### src/common/smcp_pkg.sv
// Package: constants shared by the serial message command port.
// Assumes a 100 MHz device clock; baud rate is a parameter of the top.
package smcp_pkg;
  localparam int CLK_HZ = 100_000_000;
  localparam int BAUD_DEFAULT = 57_600;
  localparam int CHAR_BITS = 10;
  localparam int DATA_BITS = 7;
  localparam int MAX_MSG_LEN = 255;
  localparam logic [6:0] CH_LF = 7'h0a;
  localparam logic [6:0] CH_SEMI = 7'h3b;
  localparam logic [6:0] CH_QMARK = 7'h3f;
  localparam logic [6:0] CH_SPACE = 7'h20;
  localparam int KEY_LEN = 16;
  localparam int RESP_LEN = 32;
  typedef enum logic [1:0] {SMCP_RX_IDLE, SMCP_RX_DATA, SMCP_RX_DONE} smcp_rx_e;
  typedef enum logic [1:0] {SMCP_TX_IDLE, SMCP_TX_CHAR, SMCP_TX_WAIT} smcp_tx_e;
  // Odd parity bit over seven data bits
  function automatic logic odd_par(input logic [6:0] d);
    odd_par = ~(^d);
  endfunction
endpackage

### src/hdl/smcp_uart_rx.sv
// Receiver: one 10-bit character frame (start, 7 data, odd parity, stop).
// Assumes rx_i is synchronous to clk_i and idles high.
`timescale 1ns/1ps
module smcp_uart_rx #(
  parameter int BIT_CYC = 1736
) (
  // Clock and reset
  input wire logic clk_i,
  input wire logic sys_rst_i,
  // Serial line
  input wire logic rx_i,
  // Character out
  output logic valid_o,
  output logic [6:0] data_o,
  output logic err_o
);
  localparam int CW = $clog2(BIT_CYC + 1);
  localparam logic [CW-1:0] HALF = CW'(BIT_CYC / 2);
  localparam logic [CW-1:0] FULL = CW'(BIT_CYC - 1);

  smcp_pkg::smcp_rx_e state, next_state;
  logic [CW-1:0] cnt, next_cnt;
  logic [3:0] bitn, next_bitn;
  logic [8:0] sh, next_sh;
  logic next_valid, next_err;
  logic [6:0] next_data;

  always_comb begin
    next_state = state;
    next_cnt = cnt;
    next_bitn = bitn;
    next_sh = sh;
    next_valid = 1'b0;
    next_err = err_o;
    next_data = data_o;
    case (state)
      smcp_pkg::SMCP_RX_IDLE: begin
        if (!rx_i) begin
          next_state = smcp_pkg::SMCP_RX_DATA;
          next_cnt = HALF;
          next_bitn = 4'h0;
        end
      end
      smcp_pkg::SMCP_RX_DATA: begin
        if (cnt != '0) begin
          next_cnt = cnt - CW'(1);
        end else begin
          next_cnt = FULL;
          if (bitn == 4'h0 && rx_i) begin
            next_state = smcp_pkg::SMCP_RX_IDLE;
          end else if (bitn == 4'(smcp_pkg::CHAR_BITS - 1)) begin
            // Stop bit sampled: check frame and parity
            next_valid = 1'b1;
            // Eight shifts leave d0..d6 in sh[7:1] and parity in sh[8]
            next_data = sh[7:1];
            next_err = !rx_i || (sh[8] != smcp_pkg::odd_par(sh[7:1]));
            next_state = smcp_pkg::SMCP_RX_DONE;
          end else begin
            if (bitn != 4'h0) begin
              next_sh = {rx_i, sh[8:1]};
            end
            next_bitn = bitn + 4'h1;
          end
        end
      end
      smcp_pkg::SMCP_RX_DONE: begin
        if (rx_i) begin
          next_state = smcp_pkg::SMCP_RX_IDLE;
        end
      end
      default: next_state = smcp_pkg::SMCP_RX_IDLE;
    endcase
  end

  always_ff @(posedge clk_i) begin
    if (sys_rst_i) begin
      state <= smcp_pkg::SMCP_RX_IDLE;
      cnt <= '0;
      bitn <= 4'h0;
      sh <= 9'h000;
      valid_o <= 1'b0;
      err_o <= 1'b0;
      data_o <= 7'h00;
    end else begin
      state <= next_state;
      cnt <= next_cnt;
      bitn <= next_bitn;
      sh <= next_sh;
      valid_o <= next_valid;
      err_o <= next_err;
      data_o <= next_data;
    end
  end
endmodule

### src/hdl/smcp_port.sv
// Serial message command port: receives, splits and classifies host strings
// and transmits the reply to the last query. Assumes the instrument side
// supplies reply text on request and consumes command strings as they close.
`timescale 1ns/1ps
module smcp_port #(
  parameter int BAUD = smcp_pkg::BAUD_DEFAULT,
  parameter int KEY_LEN = smcp_pkg::KEY_LEN,
  parameter int RESP_LEN = smcp_pkg::RESP_LEN
) (
  // Clock and reset
  input wire logic clk_i,
  input wire logic sys_rst_i,
  // Serial line
  input wire logic rx_i,
  output logic tx_o,
  // Parsed strings toward the instrument
  output logic str_valid_o,
  output logic str_is_query_o,
  output logic [8*KEY_LEN-1:0] str_text_o,
  output logic [7:0] str_len_o,
  output logic overflow_o,
  // Reply text from the instrument
  output logic resp_req_o,
  input wire logic resp_valid_i,
  input wire logic [8*RESP_LEN-1:0] resp_text_i,
  input wire logic [7:0] resp_len_i
);
  localparam int BIT_CYC = smcp_pkg::CLK_HZ / BAUD;
  localparam int CW = $clog2(BIT_CYC + 1);
  localparam logic [CW-1:0] FULL = CW'(BIT_CYC - 1);
  localparam logic [7:0] MAXLEN = 8'(smcp_pkg::MAX_MSG_LEN);

  logic rx_valid, rx_err;
  logic [6:0] rx_data;

  smcp_uart_rx #(.BIT_CYC(BIT_CYC)) u_rx (
    .clk_i(clk_i),
    .sys_rst_i(sys_rst_i),
    .rx_i(rx_i),
    .valid_o(rx_valid),
    .data_o(rx_data),
    .err_o(rx_err)
  );

  // Parser state
  logic [8*KEY_LEN-1:0] buf_q, next_buf;
  logic [7:0] len, next_len, total, next_total;
  logic bad, next_bad, qmark, next_qmark, pend_q, next_pend_q;
  logic next_str_valid, next_str_is_query, next_overflow, next_req;
  logic [8*KEY_LEN-1:0] next_str_text;
  logic [7:0] next_str_len;
  logic fire;

  always_comb begin
    next_buf = buf_q;
    next_len = len;
    next_total = total;
    next_bad = bad;
    next_qmark = qmark;
    next_pend_q = pend_q;
    next_str_valid = 1'b0;
    next_str_is_query = str_is_query_o;
    next_str_text = str_text_o;
    next_str_len = str_len_o;
    next_overflow = overflow_o;
    next_req = 1'b0;
    if (rx_valid) begin
      if (rx_err) begin
        next_bad = 1'b1;
      end
      if (total != MAXLEN) begin
        next_total = total + 8'h01;
      end else begin
        next_overflow = 1'b1;
      end
      if (rx_data == smcp_pkg::CH_LF || rx_data == smcp_pkg::CH_SEMI) begin
        // Close current string
        if (!next_bad && len != 8'h00) begin
          next_str_valid = 1'b1;
          next_str_is_query = qmark;
          next_str_text = buf_q;
          next_str_len = len;
          if (qmark) begin
            next_pend_q = 1'b1; // Later query replaces earlier
          end
        end
        next_len = 8'h00;
        next_buf = '0;
        next_qmark = 1'b0;
        if (rx_data == smcp_pkg::CH_LF) begin
          next_bad = 1'b0;
          next_total = 8'h00;
          next_overflow = 1'b0;
          next_req = pend_q || (next_str_valid && qmark);
          next_pend_q = 1'b0;
        end
      end else if (!rx_err) begin
        // Spaces are kept in the string like any character; question mark marks a query
        if (rx_data == smcp_pkg::CH_QMARK && !qmark) begin
          next_qmark = 1'b1;
        end
        if (len < 8'(KEY_LEN)) begin
          next_buf = {buf_q[8*KEY_LEN-9:0], 1'b0, rx_data};
        end
        if (len != 8'hff) begin
          next_len = len + 8'h01;
        end
      end
    end
  end

  always_ff @(posedge clk_i) begin
    if (sys_rst_i) begin
      buf_q <= '0;
      len <= 8'h00;
      total <= 8'h00;
      bad <= 1'b0;
      qmark <= 1'b0;
      pend_q <= 1'b0;
      str_valid_o <= 1'b0;
      str_is_query_o <= 1'b0;
      str_text_o <= '0;
      str_len_o <= 8'h00;
      overflow_o <= 1'b0;
      fire <= 1'b0;
    end else begin
      buf_q <= next_buf;
      len <= next_len;
      total <= next_total;
      bad <= next_bad;
      qmark <= next_qmark;
      pend_q <= next_pend_q;
      str_valid_o <= next_str_valid;
      str_is_query_o <= next_str_is_query;
      str_text_o <= next_str_text;
      str_len_o <= next_str_len;
      overflow_o <= next_overflow;
      fire <= next_req;
    end
  end

  // Transmitter: only started by a completed query
  smcp_pkg::smcp_tx_e tstate, next_tstate;
  logic [8*RESP_LEN-1:0] rbuf, next_rbuf;
  logic [7:0] rleft, next_rleft;
  logic [CW-1:0] tcnt, next_tcnt;
  logic [3:0] tbit, next_tbit;
  logic [9:0] tsh, next_tsh;
  logic next_tx;
  logic [6:0] ch;
  // Terminator already queued; the shifted frame cannot tell
  logic term, next_term;

  assign resp_req_o = (tstate == smcp_pkg::SMCP_TX_WAIT);

  always_comb begin
    next_tstate = tstate;
    next_rbuf = rbuf;
    next_rleft = rleft;
    next_tcnt = tcnt;
    next_tbit = tbit;
    next_tsh = tsh;
    next_tx = tx_o;
    next_term = term;
    ch = rbuf[8*RESP_LEN-2 -: 7];
    case (tstate)
      smcp_pkg::SMCP_TX_IDLE: begin
        next_tx = 1'b1;
        if (fire) begin
          next_tstate = smcp_pkg::SMCP_TX_WAIT;
        end
      end
      smcp_pkg::SMCP_TX_WAIT: begin
        if (resp_valid_i) begin
          next_rbuf = resp_text_i;
          next_rleft = (resp_len_i > 8'(RESP_LEN)) ? 8'(RESP_LEN) : resp_len_i;
          next_tbit = 4'(smcp_pkg::CHAR_BITS);
          next_tcnt = '0;
          next_term = 1'b0;
          next_tstate = smcp_pkg::SMCP_TX_CHAR;
        end
      end
      smcp_pkg::SMCP_TX_CHAR: begin
        if (tcnt != '0) begin
          next_tcnt = tcnt - CW'(1);
        end else if (tbit != 4'(smcp_pkg::CHAR_BITS)) begin
          next_tx = tsh[0];
          next_tsh = {1'b1, tsh[9:1]};
          next_tbit = tbit + 4'h1;
          next_tcnt = FULL;
        end else if (rleft != 8'h00) begin
          // Load next text character
          next_tsh = {1'b1, smcp_pkg::odd_par(ch), ch, 1'b0};
          next_rbuf = {rbuf[8*RESP_LEN-9:0], 8'h00};
          next_rleft = rleft - 8'h01;
          next_tbit = 4'h0;
        end else if (!term) begin
          // Terminator closes the reply, sent once
          next_tsh = {1'b1, smcp_pkg::odd_par(smcp_pkg::CH_LF), smcp_pkg::CH_LF, 1'b0};
          next_tbit = 4'h0;
          next_term = 1'b1;
        end else begin
          next_tstate = smcp_pkg::SMCP_TX_IDLE;
        end
      end
      default: next_tstate = smcp_pkg::SMCP_TX_IDLE;
    endcase
  end

  always_ff @(posedge clk_i) begin
    if (sys_rst_i) begin
      tstate <= smcp_pkg::SMCP_TX_IDLE;
      rbuf <= '0;
      rleft <= 8'h00;
      tcnt <= '0;
      tbit <= 4'h0;
      tsh <= 10'h3ff;
      term <= 1'b0;
      tx_o <= 1'b1;
    end else begin
      tstate <= next_tstate;
      rbuf <= next_rbuf;
      rleft <= next_rleft;
      tcnt <= next_tcnt;
      tbit <= next_tbit;
      tsh <= next_tsh;
      term <= next_term;
      tx_o <= next_tx;
    end
  end
endmodule

### config.mk
export PLATFORM = sky130hd
export DESIGN_NAME = smcp_port
export DESIGN_NICKNAME = d
export VERILOG_FILES = /design/src/common/smcp_pkg.sv /design/src/hdl/smcp_uart_rx.sv /design/src/hdl/smcp_port.sv
export SDC_FILE = /design/constraint.sdc
export NUM_CORES = 1
export LEC_CHECK = 0
export ABC_AREA = 1
export BUFFER_PORTS_ARGS = -buffer_cell sky130_fd_sc_hd__buf_2
export CAP_MARGIN = 10
export CORE_ASPECT_RATIO = 0.75
export CORE_UTILIZATION = 60
export CTS_BUF_LIST = sky130_fd_sc_hd__clkbuf_16
export DETAILED_ROUTE_END_ITERATION = 6
export MAX_ROUTING_LAYER = met4
export PLACE_DENSITY = 0.84
export SETUP_SLACK_MARGIN = 0.02
export SYNTH_ARGS = -nofsm -noshare
export SYNTH_HDL_FRONTEND = slang
export SYNTH_SLANG_ARGS = --single-unit
export TNS_END_PERCENT = 20
### constraint.sdc
create_clock -name clk_i -period 5.2 [get_ports clk_i]
set_clock_uncertainty 0.05 [all_clocks]
set_input_delay 0 -clock clk_i [delete_from_list [all_inputs] [get_ports clk_i]]
set_output_delay 0 -clock clk_i [all_outputs]
set_load 0.02 [all_outputs]
# == Yosys cells after proc, flatten, opt, wreduce, memory -nomap -nowiden ==
# Cells that the tools add are included.
# totals
register_bits,614
input_bits,268
output_inout_bits,141
wordCells,203
# op_classes
add_sub_neg,7
magnitude_cmp,2
n_eq_ne,30
mux,79
n_bitwise,10
reduce_logical,48
# ops
operator,n
255-bit two-way mux,4
255-bit one-hot mux with 2 select lines,1
128-bit two-way mux,3
8-bit two-way mux,11
11-bit two-way mux,5
11-bit one-hot mux with 2 select lines,2
4-bit two-way mux,9
10-bit two-way mux,3
"2-bit != test, second input constant",13
1-bit two-way mux,23
2-bit two-way mux,11
11-bit nonzero test,2
"11-bit by 1-bit subtractor with 11-bit output, second input constant",2
3-bit AND reduction,7
5-bit AND reduction,4
"8-bit by 1-bit adder with 8-bit output, second input constant",2
"8-bit != test, second input constant",2
4-bit one-hot mux with 2 select lines,2
8-bit one-hot mux with 2 select lines,1
4-bit AND reduction,4
2-bit nonzero test,8
8-bit nonzero test,2
"7-bit by 6-bit == test with 1-bit output, second input constant",2
7-bit parity,2
other kinds (26),51

# == Depth between registers and ports, before layout ==
# Gate-level depths: netlist of run 1.
# depth
word_depth,9
ltp_mapped,13
depth_no_buf,13

# == Hierarchy ==
# From an unflattened synthesis of run 1, not the netlist that was laid out.
# unflattened
cells_unflattened,3775
hier_area_um2,24603.6
# modules_own_cells
mod,instances,cells_each,area_each_um2,seq_area_each_um2
smcp_port,1,3499,22731.8,10309.9
smcp_uart_rx,1,276,1871.8,680.7

# == Least setup slack after synthesis of run 1 ==
# No wires, ideal clock.
# synth_timing
kind,register to register
startpoint,register tstate[0]
endpoint,register rbuf[181]
setup_ns,0.070
arrival_time_ns,1.862
t_required_ns,5.080
slack_ns,3.217
stages_incl_launch_ff,14
path_buffers,2
period_less_slack_ns,1.983
path_cell_list,dfxtp_1 inv_1 ha_1 inv_1 nor2_1 inv_1 o21ai_0 a21oi_2 nand2_2 nor2_4 buf_4 buf_4 nand2_1 a21oi_1
# synth_via
elab_chain_len,3
word_cells_on_any_way,9
classes_between,eq/ne (6); mux (1); reduce/logical (2)
# synth_lines
item,line_no,rtl
"start, declared",smcp_port.sv:143,"smcp_pkg::smcp_tx_e tstate, next_tstate;"
"start signal, assigned",smcp_port.sv:212,tstate <= smcp_pkg::SMCP_TX_IDLE;
"start signal, assigned",smcp_port.sv:221,tstate <= next_tstate;
2-bit == test (*),--,
via resp_req_o,smcp_port.sv:23,"output logic resp_req_o,"
2-bit by 1-bit != test with 1-bit output (no source line) or 2-bit nonzero test (tied branches),--,
5-bit AND reduction (no source line),--,
"end signal, assigned",smcp_port.sv:222,rbuf <= next_rbuf;
"end, declared",smcp_port.sv:144,"logic [8*RESP_LEN-1:0] rbuf, next_rbuf;"
# Mark *: on every way through the listed nets, which the timed path passes. The rest lies on a longest branch.
# A chain may end at the register's enable or synchronous reset.

# == Worst setup path after layout of run 1 ==
# layout_timing
startpoint,register tstate[1]
endpoint,register rbuf[77]
# layout_via
elab_chain_len,3
word_cells_on_any_way,9
classes_between,eq/ne (6); mux (1); reduce/logical (2)
# layout_lines
item,line_no,rtl
2-bit by 1-bit == test with 1-bit output or 2-bit == test (tied branches),smcp_port.sv:166,case (tstate)
2-bit != test (no source line) (tied with other cells),--,
5-bit AND reduction (no source line),--,
# Several ways; a longest one is shown, not always the timed one.

==> results of run 1 <==
[routing by layer]
layer  up-vias  track usage
met2      1423        0.531
met5         -            -
li1      13100            -
met4         0        0.197
met3       492        0.105
met1     12000        0.432
[what timing repair did]
| item | CTS | global route |
|---|---|---|
| endpoints found under the hold margin | 255 | 0 |
| setup buffers | 0 | 0 |
| hold buffers | 257 | 0 |
[worst paths after layout]
| kind | startpoint | to | slack [ns] |
|---|---|---|---|
| setup reg to reg | tstate[1]$_SDFFE_PP0P_ | rbuf[77]$_SDFFE_PP0P_ | 1.30 |
| hold reg to reg | str_is_query_o$_SDFFE_PP0P_ | str_is_query_o$_SDFFE_PP0P_ | 0.41 |
| hold / removal | resp_text_i[249] | rbuf[249]$_SDFFE_PP0P_ | 0.24 |
| setup / recovery | tstate[1]$_SDFFE_PP0P_ | rbuf[77]$_SDFFE_PP0P_ | 1.30 |
[cell families after synthesis]
| kind of cell | Yosys count |
|---|---|
| buf+inv | 477 |
| other cells | 1 |
| mux | 2 |
| flops | 549 |
| fa+ha+maj | 17 |
| simple gates | 2570 |
| compound gates | 347 |
| xor+xnor | 18 |
[stage by stage]
| step | power [mW] | instance area [µm²] | util |
|---|---|---|---|
| 6_report | 8.94 | 31300 | 0.759 |
| 5_1_grt | 9.21 | 31300 | 0.758 |
| 4_1_cts | 8.91 | 31200 | 0.757 |
| 3_5_place_dp | 4.73 | 26800 | 0.651 |
| 3_3_place_gp | 4.73 | 26800 | 0.651 |
| 2_1_floorplan | 4.60 | 25400 | - |
[worst max-delay path, stage by stage (launching register included)]
cell	delay (ns)
dfxtp_1	0.34
inv_1	0.14
ha_4	0.63
o21ai_0	0.27
a21oi_2	0.26
nand2_2	0.10
nor2_4	0.65
buf_12	0.42
nand2_1	0.12
a21oi_1	0.16
dlygate4sd3_1	0.57
[layout by cell type (no fill, tap or decap), types with 2 or more instances in the layout]
cell	n
buf_2	359
clkinv_2	9
buf_12	6
or2_2	4
bufinv_16	11
inv_2	3
buf_4	9
o21a_1	2
a31oi_1	2
dlygate4sd3_1	257
dfxtp_1	549
nor2_1	597
conb_1	16
nand3b_1	9
nand3_1	170
nand4_1	17
mux2i_1	2
a21oi_1	278
o21ai_0	51
clkinv_8	3
clkinvlp_4	3
diode_2	19
xor2_1	10
ha_1	16
nand2_2	5
o211ai_1	8
nand3_4	3
clkinv_1	15
inv_6	2
clkbuf_16	52
xnor2_1	8
nand2_1	1748
inv_1	221
nor2_2	6
nor3_1	8
[state kept, by name (all words and copies together), names as in the netlist, 2 cells and up]
| signal | count |
|---|---|
| buf_q | 112 |
| u_rx.state | 2 |
| total | 8 |
| u_rx.cnt | 11 |
| u_rx.data_o | 7 |
| tstate | 2 |
| str_len_o | 8 |
| tcnt | 11 |
| u_rx.bitn | 4 |
| tbit | 4 |
| tsh | 9 |
| rleft | 8 |
| rbuf | 224 |
| u_rx.sh | 8 |
| str_text_o | 112 |
| len | 8 |
[report_power, final]
part	switching [mW]	internal [mW]
registers	0.0155	4.22
clock network	1.74	2.38
logic	0.308	0.273
total	2.07	6.87
[area by class of cell]
cell class	count	area, µm²	share of cell area
multi-input cells	2970	12300	0.393
flip-flops and latches	549	11000	0.351
repair buffers	632	4570	0.146
clock buffers	52	1300	0.0416
inverters	223	850	0.0272
well taps	561	702	0.0224
clock inverters	45	523	0.0167
diodes	19	47.5	0.00152
==> run_results.csv, run 1 <==
group,metric,value,unit
yosys,yosysSeqAreaShare,0.434,
route,drt_drc_violations_left,2,
clock_network,htreeDepth,2,
setup_path,worstPathArrival,4.37,ns
grt,antenna_found_initial,14,
final_layout,drive_above_1_share,0.108,
floorplan,coreArea,41200,µm²
placed_design,dp.cells,4678,
clock_network,cts_resized,0,
yosys,synthAdderAreaFrac,0.00839,
yosys,syn_area,25300,µm²
route,avgViaCountPerCell,5.34,
timing,max_freq,257,MHz
floorplan,die_h,180,µm
route,routed_wl,75.0,mm
route,via_count,27000,
yosys,netlist_instances,3981,
floorplan,start_util,0.614,
setup_path,setup.worst_path.end_class,"flop",
final_layout,syn_to_final_growth,23.5,%
yosys,synth_top_family_by_area,"simple AND/OR/NAND/NOR gates",
yosys,netlist_top_cells_area,"dfxtp_1 43%, nand2_1 26%, nor2_1 8.8%",
power_and_ir_drop,peakVddDrop,296,µV
yosys,ys_ff_latch,549,
route,dr_wl_met3,6.20,mm
yosys,muxShareOfSynthArea,0.000790,
clock_network,clockBufferDepth,3,
route,antenna_left,0,
hold_path,hp-class,"in2reg",
setup_path,r2r_cells,10,
timing,rsz0062_at_grt,"false",
setup_path,path_class,"reg2reg",
floorplan,die_area,43100,µm²
timing,hold_slack,0.236,ns
route,wl_met1,31.0,mm
setup_path,required,5.67,ns
timing,setup_viol,0,
route,drt_iter0_markers,2923,
yosys,ys_warn_count,0,
route,firstDrtPassIters,7,
timing,layout_min_cycle_time,3.90,ns
status,outcome,"finished with violations",
clock_network,path_clk_slew,0.07,ns
power_and_ir_drop,power_density,286,nW/µm²
grt,grt_pass1_vias,25200,
yosys,synth-compound-area-share,0.0704,
clock_network,root_buffer,"clkbuf_16",
yosys,synth-simple-area-share,0.395,
clock_network,clk_latency,0.59,ns
power_and_ir_drop,p_leak,14.7,nW
yosys,yosys-top-cells-count,"1749 x nand2_1, 597 x nor2_1, 549 x dfxtp_1",
route,highest_layer,"met4",
floorplan,fp.dieW,239,µm
status,violations,"design-rule violations",
final_layout,n_fill_cell,2962,
yosys,synth.distinct_cells,36,
yosys,synthArstFlopShare,0,
placed_design,port_buffers,360,
final_layout,nNetsFinal,4713,
route,drt-wirelength-per-cell,14.8,µm
timing,layout_setup_ws,1.30,ns
yosys,avgSynthCellArea,6.37,µm²
grt,grt_max_degree,243,
clock_network,cts_tree,"built",
floorplan,io-pin-count,409,
floorplan,rows,64,
yosys,synthFlopType,"dfxtp_1",
route,met2_length,33.0,mm
placed_design,hpwl,36.9,mm
yosys,synth-xor-area-share,0.00622,
clock_network,clock-sinks,549,
yosys,synth_edf_count,0,
yosys,yosysMostFrequentCell,"nand2_1",
timing,period_share,0.749,
grt,grt_use_total,0.357,
grt,grt_pass1_wl,124,mm
clock_network,cts_buffers,52,
setup_path,cp-start-kind,"flop",
timing,finalSetupTns,0,ns
timing,hold_violations,0,
yosys,yosysTopAreaCell,"dfxtp_1",
hold_path,holdPathStages,4,
grt,grt_remaining_overflow,0,
setup_path,crit_fanout,99,
timing,worst_slew_pin_slew,1.18,ns
timing,finalMaxSlewViolations,0,
run,cap_violations,0,
timing,max_slew_margin,0.213,
placed_design,gp_congestion,0.903,
yosys,synth_top_area_share,0.434,
placed_design,dp_slack,1.93,ns
final_layout,fin_cells,5051,
Note: power is estimated with default switching activity, not from simulation.
==> run 2: changes to the inputs <==
--- a/config.mk
+++ b/config.mk
@@ -9,11 +9,11 @@
 export BUFFER_PORTS_ARGS = -buffer_cell sky130_fd_sc_hd__buf_2
 export CAP_MARGIN = 10
 export CORE_ASPECT_RATIO = 0.75
-export CORE_UTILIZATION = 60
+export CORE_UTILIZATION = 51
 export CTS_BUF_LIST = sky130_fd_sc_hd__clkbuf_16
 export DETAILED_ROUTE_END_ITERATION = 6
 export MAX_ROUTING_LAYER = met4
-export PLACE_DENSITY = 0.84
+export PLACE_DENSITY = 0.76
 export SETUP_SLACK_MARGIN = 0.02
 export SYNTH_ARGS = -nofsm -noshare
 export SYNTH_HDL_FRONTEND = slang
==> constraint.sdc (replaced) <==
create_clock -name clk_i -period 3.38 [get_ports clk_i]
set_clock_uncertainty 0.05 [all_clocks]
set_input_delay 0 -clock clk_i [delete_from_list [all_inputs] [get_ports clk_i]]
set_output_delay 0 -clock clk_i [all_outputs]
set_load 0.02 [all_outputs]
==> run_results.csv, run 2 (same netlist as run 1, synthesis figures left out) <==
group,metric,value,unit
status,outcome,"finished clean",
route,drt_drc_violations_left,0,
grt,grt_remaining_overflow,0,
clock_network,clockBufferDepth,3,
clock_network,cts_buffers,53,
run,cap_violations,0,
power_and_ir_drop,p_clk_frac,0.441,
placed_design,dp_slack,0.732,ns
timing,setup_viol,0,
clock_network,htreeDepth,2,
clock_network,root_buffer,"clkbuf_16",
timing,hold_violations,0,
setup_path,path_class,"reg2reg",
placed_design,dp.cells,4782,
placed_design,placed_area,27200,µm²
clock_network,clk_latency,0.60,ns
power_and_ir_drop,switchingPower,3.12,mW
final_layout,reg_top3,"rbuf (224), buf_q (112), str_text_o (112)",
floorplan,coreArea,48900,µm²
clock_network,path_clk_slew,0.07,ns
timing,hold_slack,0.207,ns
final_layout,regMostFlops,"rbuf",
placed_design,gp_congestion,0.915,
power_and_ir_drop,p_leak,15.2,nW
route,via_count,26700,
route,antenna_left,0,
timing,max_freq,309,MHz
timing,finalSetupTns,0,ns
final_layout,drive_above_1_share,0.111,
final_layout,multiInputGateArea,12300,µm²
power_and_ir_drop,peakVddDrop,409,µV
grt,grt_use_total,0.297,
grt,grt_max_degree,194,
final_layout,largest_reg_flops,224,
setup_path,worstPathArrival,3.72,ns
final_layout,final_cell_area,32000,µm²
setup_path,setup.worst_path.end_class,"flop",
timing,finalMaxSlewViolations,0,
route,routed_wl,74.8,mm
power_and_ir_drop,seqPwrFrac,0.491,
hold_path,hp-class,"in2reg",
final_layout,nNetsFinal,4783,
placed_design,hpwl,39.6,mm
timing,layout_min_cycle_time,3.23,ns
floorplan,io-pin-count,409,
grt,grt_pass1_wl,122,mm
route,avgViaCountPerCell,5.13,
timing,period_share,0.957,
grt,grt_pass1_vias,24700,
route,drt-wirelength-per-cell,14.4,µm
setup_path,required,3.87,ns
clock_network,cts_tree,"built",
floorplan,rows,70,
power_and_ir_drop,p_int,10.2,mW
clock_network,clock-sinks,549,
route,drt_iter0_markers,2841,
final_layout,fin_cells,5196,
timing,max_slew_margin,0.328,
power_and_ir_drop,swShare,0.235,
floorplan,die_h,195,µm
power_and_ir_drop,p_comb_frac,0.068,
final_layout,syn_to_final_growth,26.3,%
final_layout,final_common_cell,"nand2_1",
timing,worst_slew_pin_slew,1.01,ns
floorplan,fp.dieW,259,µm
timing,layout_setup_ws,0.146,ns
power_and_ir_drop,power_density,415,nW/µm²
timing,rsz0062_at_grt,"false",
final_layout,ff_latch_area,11000,µm²
setup_path,cp-start-kind,"flop",
setup_path,crit_fanout,67,
grt,antenna_found_initial,7,
route,firstDrtPassIters,6,
placed_design,port_buffers,360,
floorplan,start_util,0.518,
final_layout,n_fill_cell,4111,
floorplan,die_area,50600,µm²
final_layout,mostFrequentLayoutCells,"1748 x nand2_1, 597 x nor2_1, 549 x dfxtp_1",
run 2: cell count changes in the layout (fill, tap and decap cells not counted), moves of 3 or more:
| cell | before | now |
|---|---|---|
| buf_12 | 6 | 15 |
| buf_4 | 9 | 18 |
| bufinv_16 | 11 | 4 |
| clkbuf_16 | 52 | 56 |
| clkinv_1 | 15 | 10 |
| clkinv_2 | 9 | 17 |
| clkinv_8 | 3 | 0 |
| diode_2 | 19 | 9 |
| dlygate4sd3_1 | 257 | 305 |
| inv_1 | 221 | 225 |
run 2: per-layer routing:
metal | up-vias | track usage | routed length (µm)
met4 | 0 | 0.132 | 3750
li1 | 13200 | - | -
met2 | 1155 | 0.443 | 32800
met5 | - | - | 0
met1 | 11900 | 0.391 | 32700
met3 | 366 | 0.0561 | 5520
run 2: worst paths after layout:
kind	to	startpoint	slack [ns]	depth (start not counted)
worst min register to register	u_rx.cnt[0]$_SDFFE_PP0P_	u_rx.cnt[0]$_SDFFE_PP0P_	0.41	2
worst max-delay path	rbuf[0]$_SDFFE_PP0P_	tstate[1]$_SDFFE_PP0P_	0.15	10
worst max register to register	rbuf[0]$_SDFFE_PP0P_	tstate[1]$_SDFFE_PP0P_	0.15	10
worst min-delay path	rbuf[249]$_SDFFE_PP0P_	resp_text_i[249]	0.21	4
run 2: timing repair:
item / in CTS / in global routing
endpoints found under the setup margin: 0 / 10
buffers inserted: 0 / 3
hold buffers: 305 / 0
endpoints found under the hold margin: 257 / 0
gates resized for setup: 0 / 1
run 2: cell type report:
type                            instances  area share
Antenna cell                            9    0.000704
Clock buffer                           55      0.0430
Clock inverter                         41     0.00915
Inverter                              223      0.0265
Multi-Input combinational cell       2970       0.384
Sequential cell                       549       0.343
Tap cell                              648      0.0253
Timing Repair Buffer                  701       0.168
run 2: critical path, cell delays in order (launching register included):
cell and delay (ns):
dfxtp_1 0.38, inv_1 0.13, ha_4 0.28, inv_6 0.15, buf_16 0.26, nand3_1 0.24
inv_1 0.28, nand2_1 0.08, dlygate4sd3_1 0.56, a21oi_1 0.18, dlygate4sd3_1 0.60
run 2: power by group through the flow:
stage               combinational, mW  sequential [mW]  clock [mW]
global placement                0.635             6.66           0
floorplan                       0.415             6.66           0
CTS                             0.860             6.52        5.93
detailed placement              0.640             6.66           0
global route                    0.998             6.52        6.23
finish                          0.903             6.52        5.86
run 2: metrics by stage:
| step | power [mW] | util |
|---|---|---|
| floorplan | 7.07 | - |
| global placement | 7.30 | 0.556 |
| detailed placement | 7.30 | 0.556 |
| CTS | 13.3 | 0.653 |
| global route | 13.7 | 0.655 |
| finish | 13.3 | 0.655 |
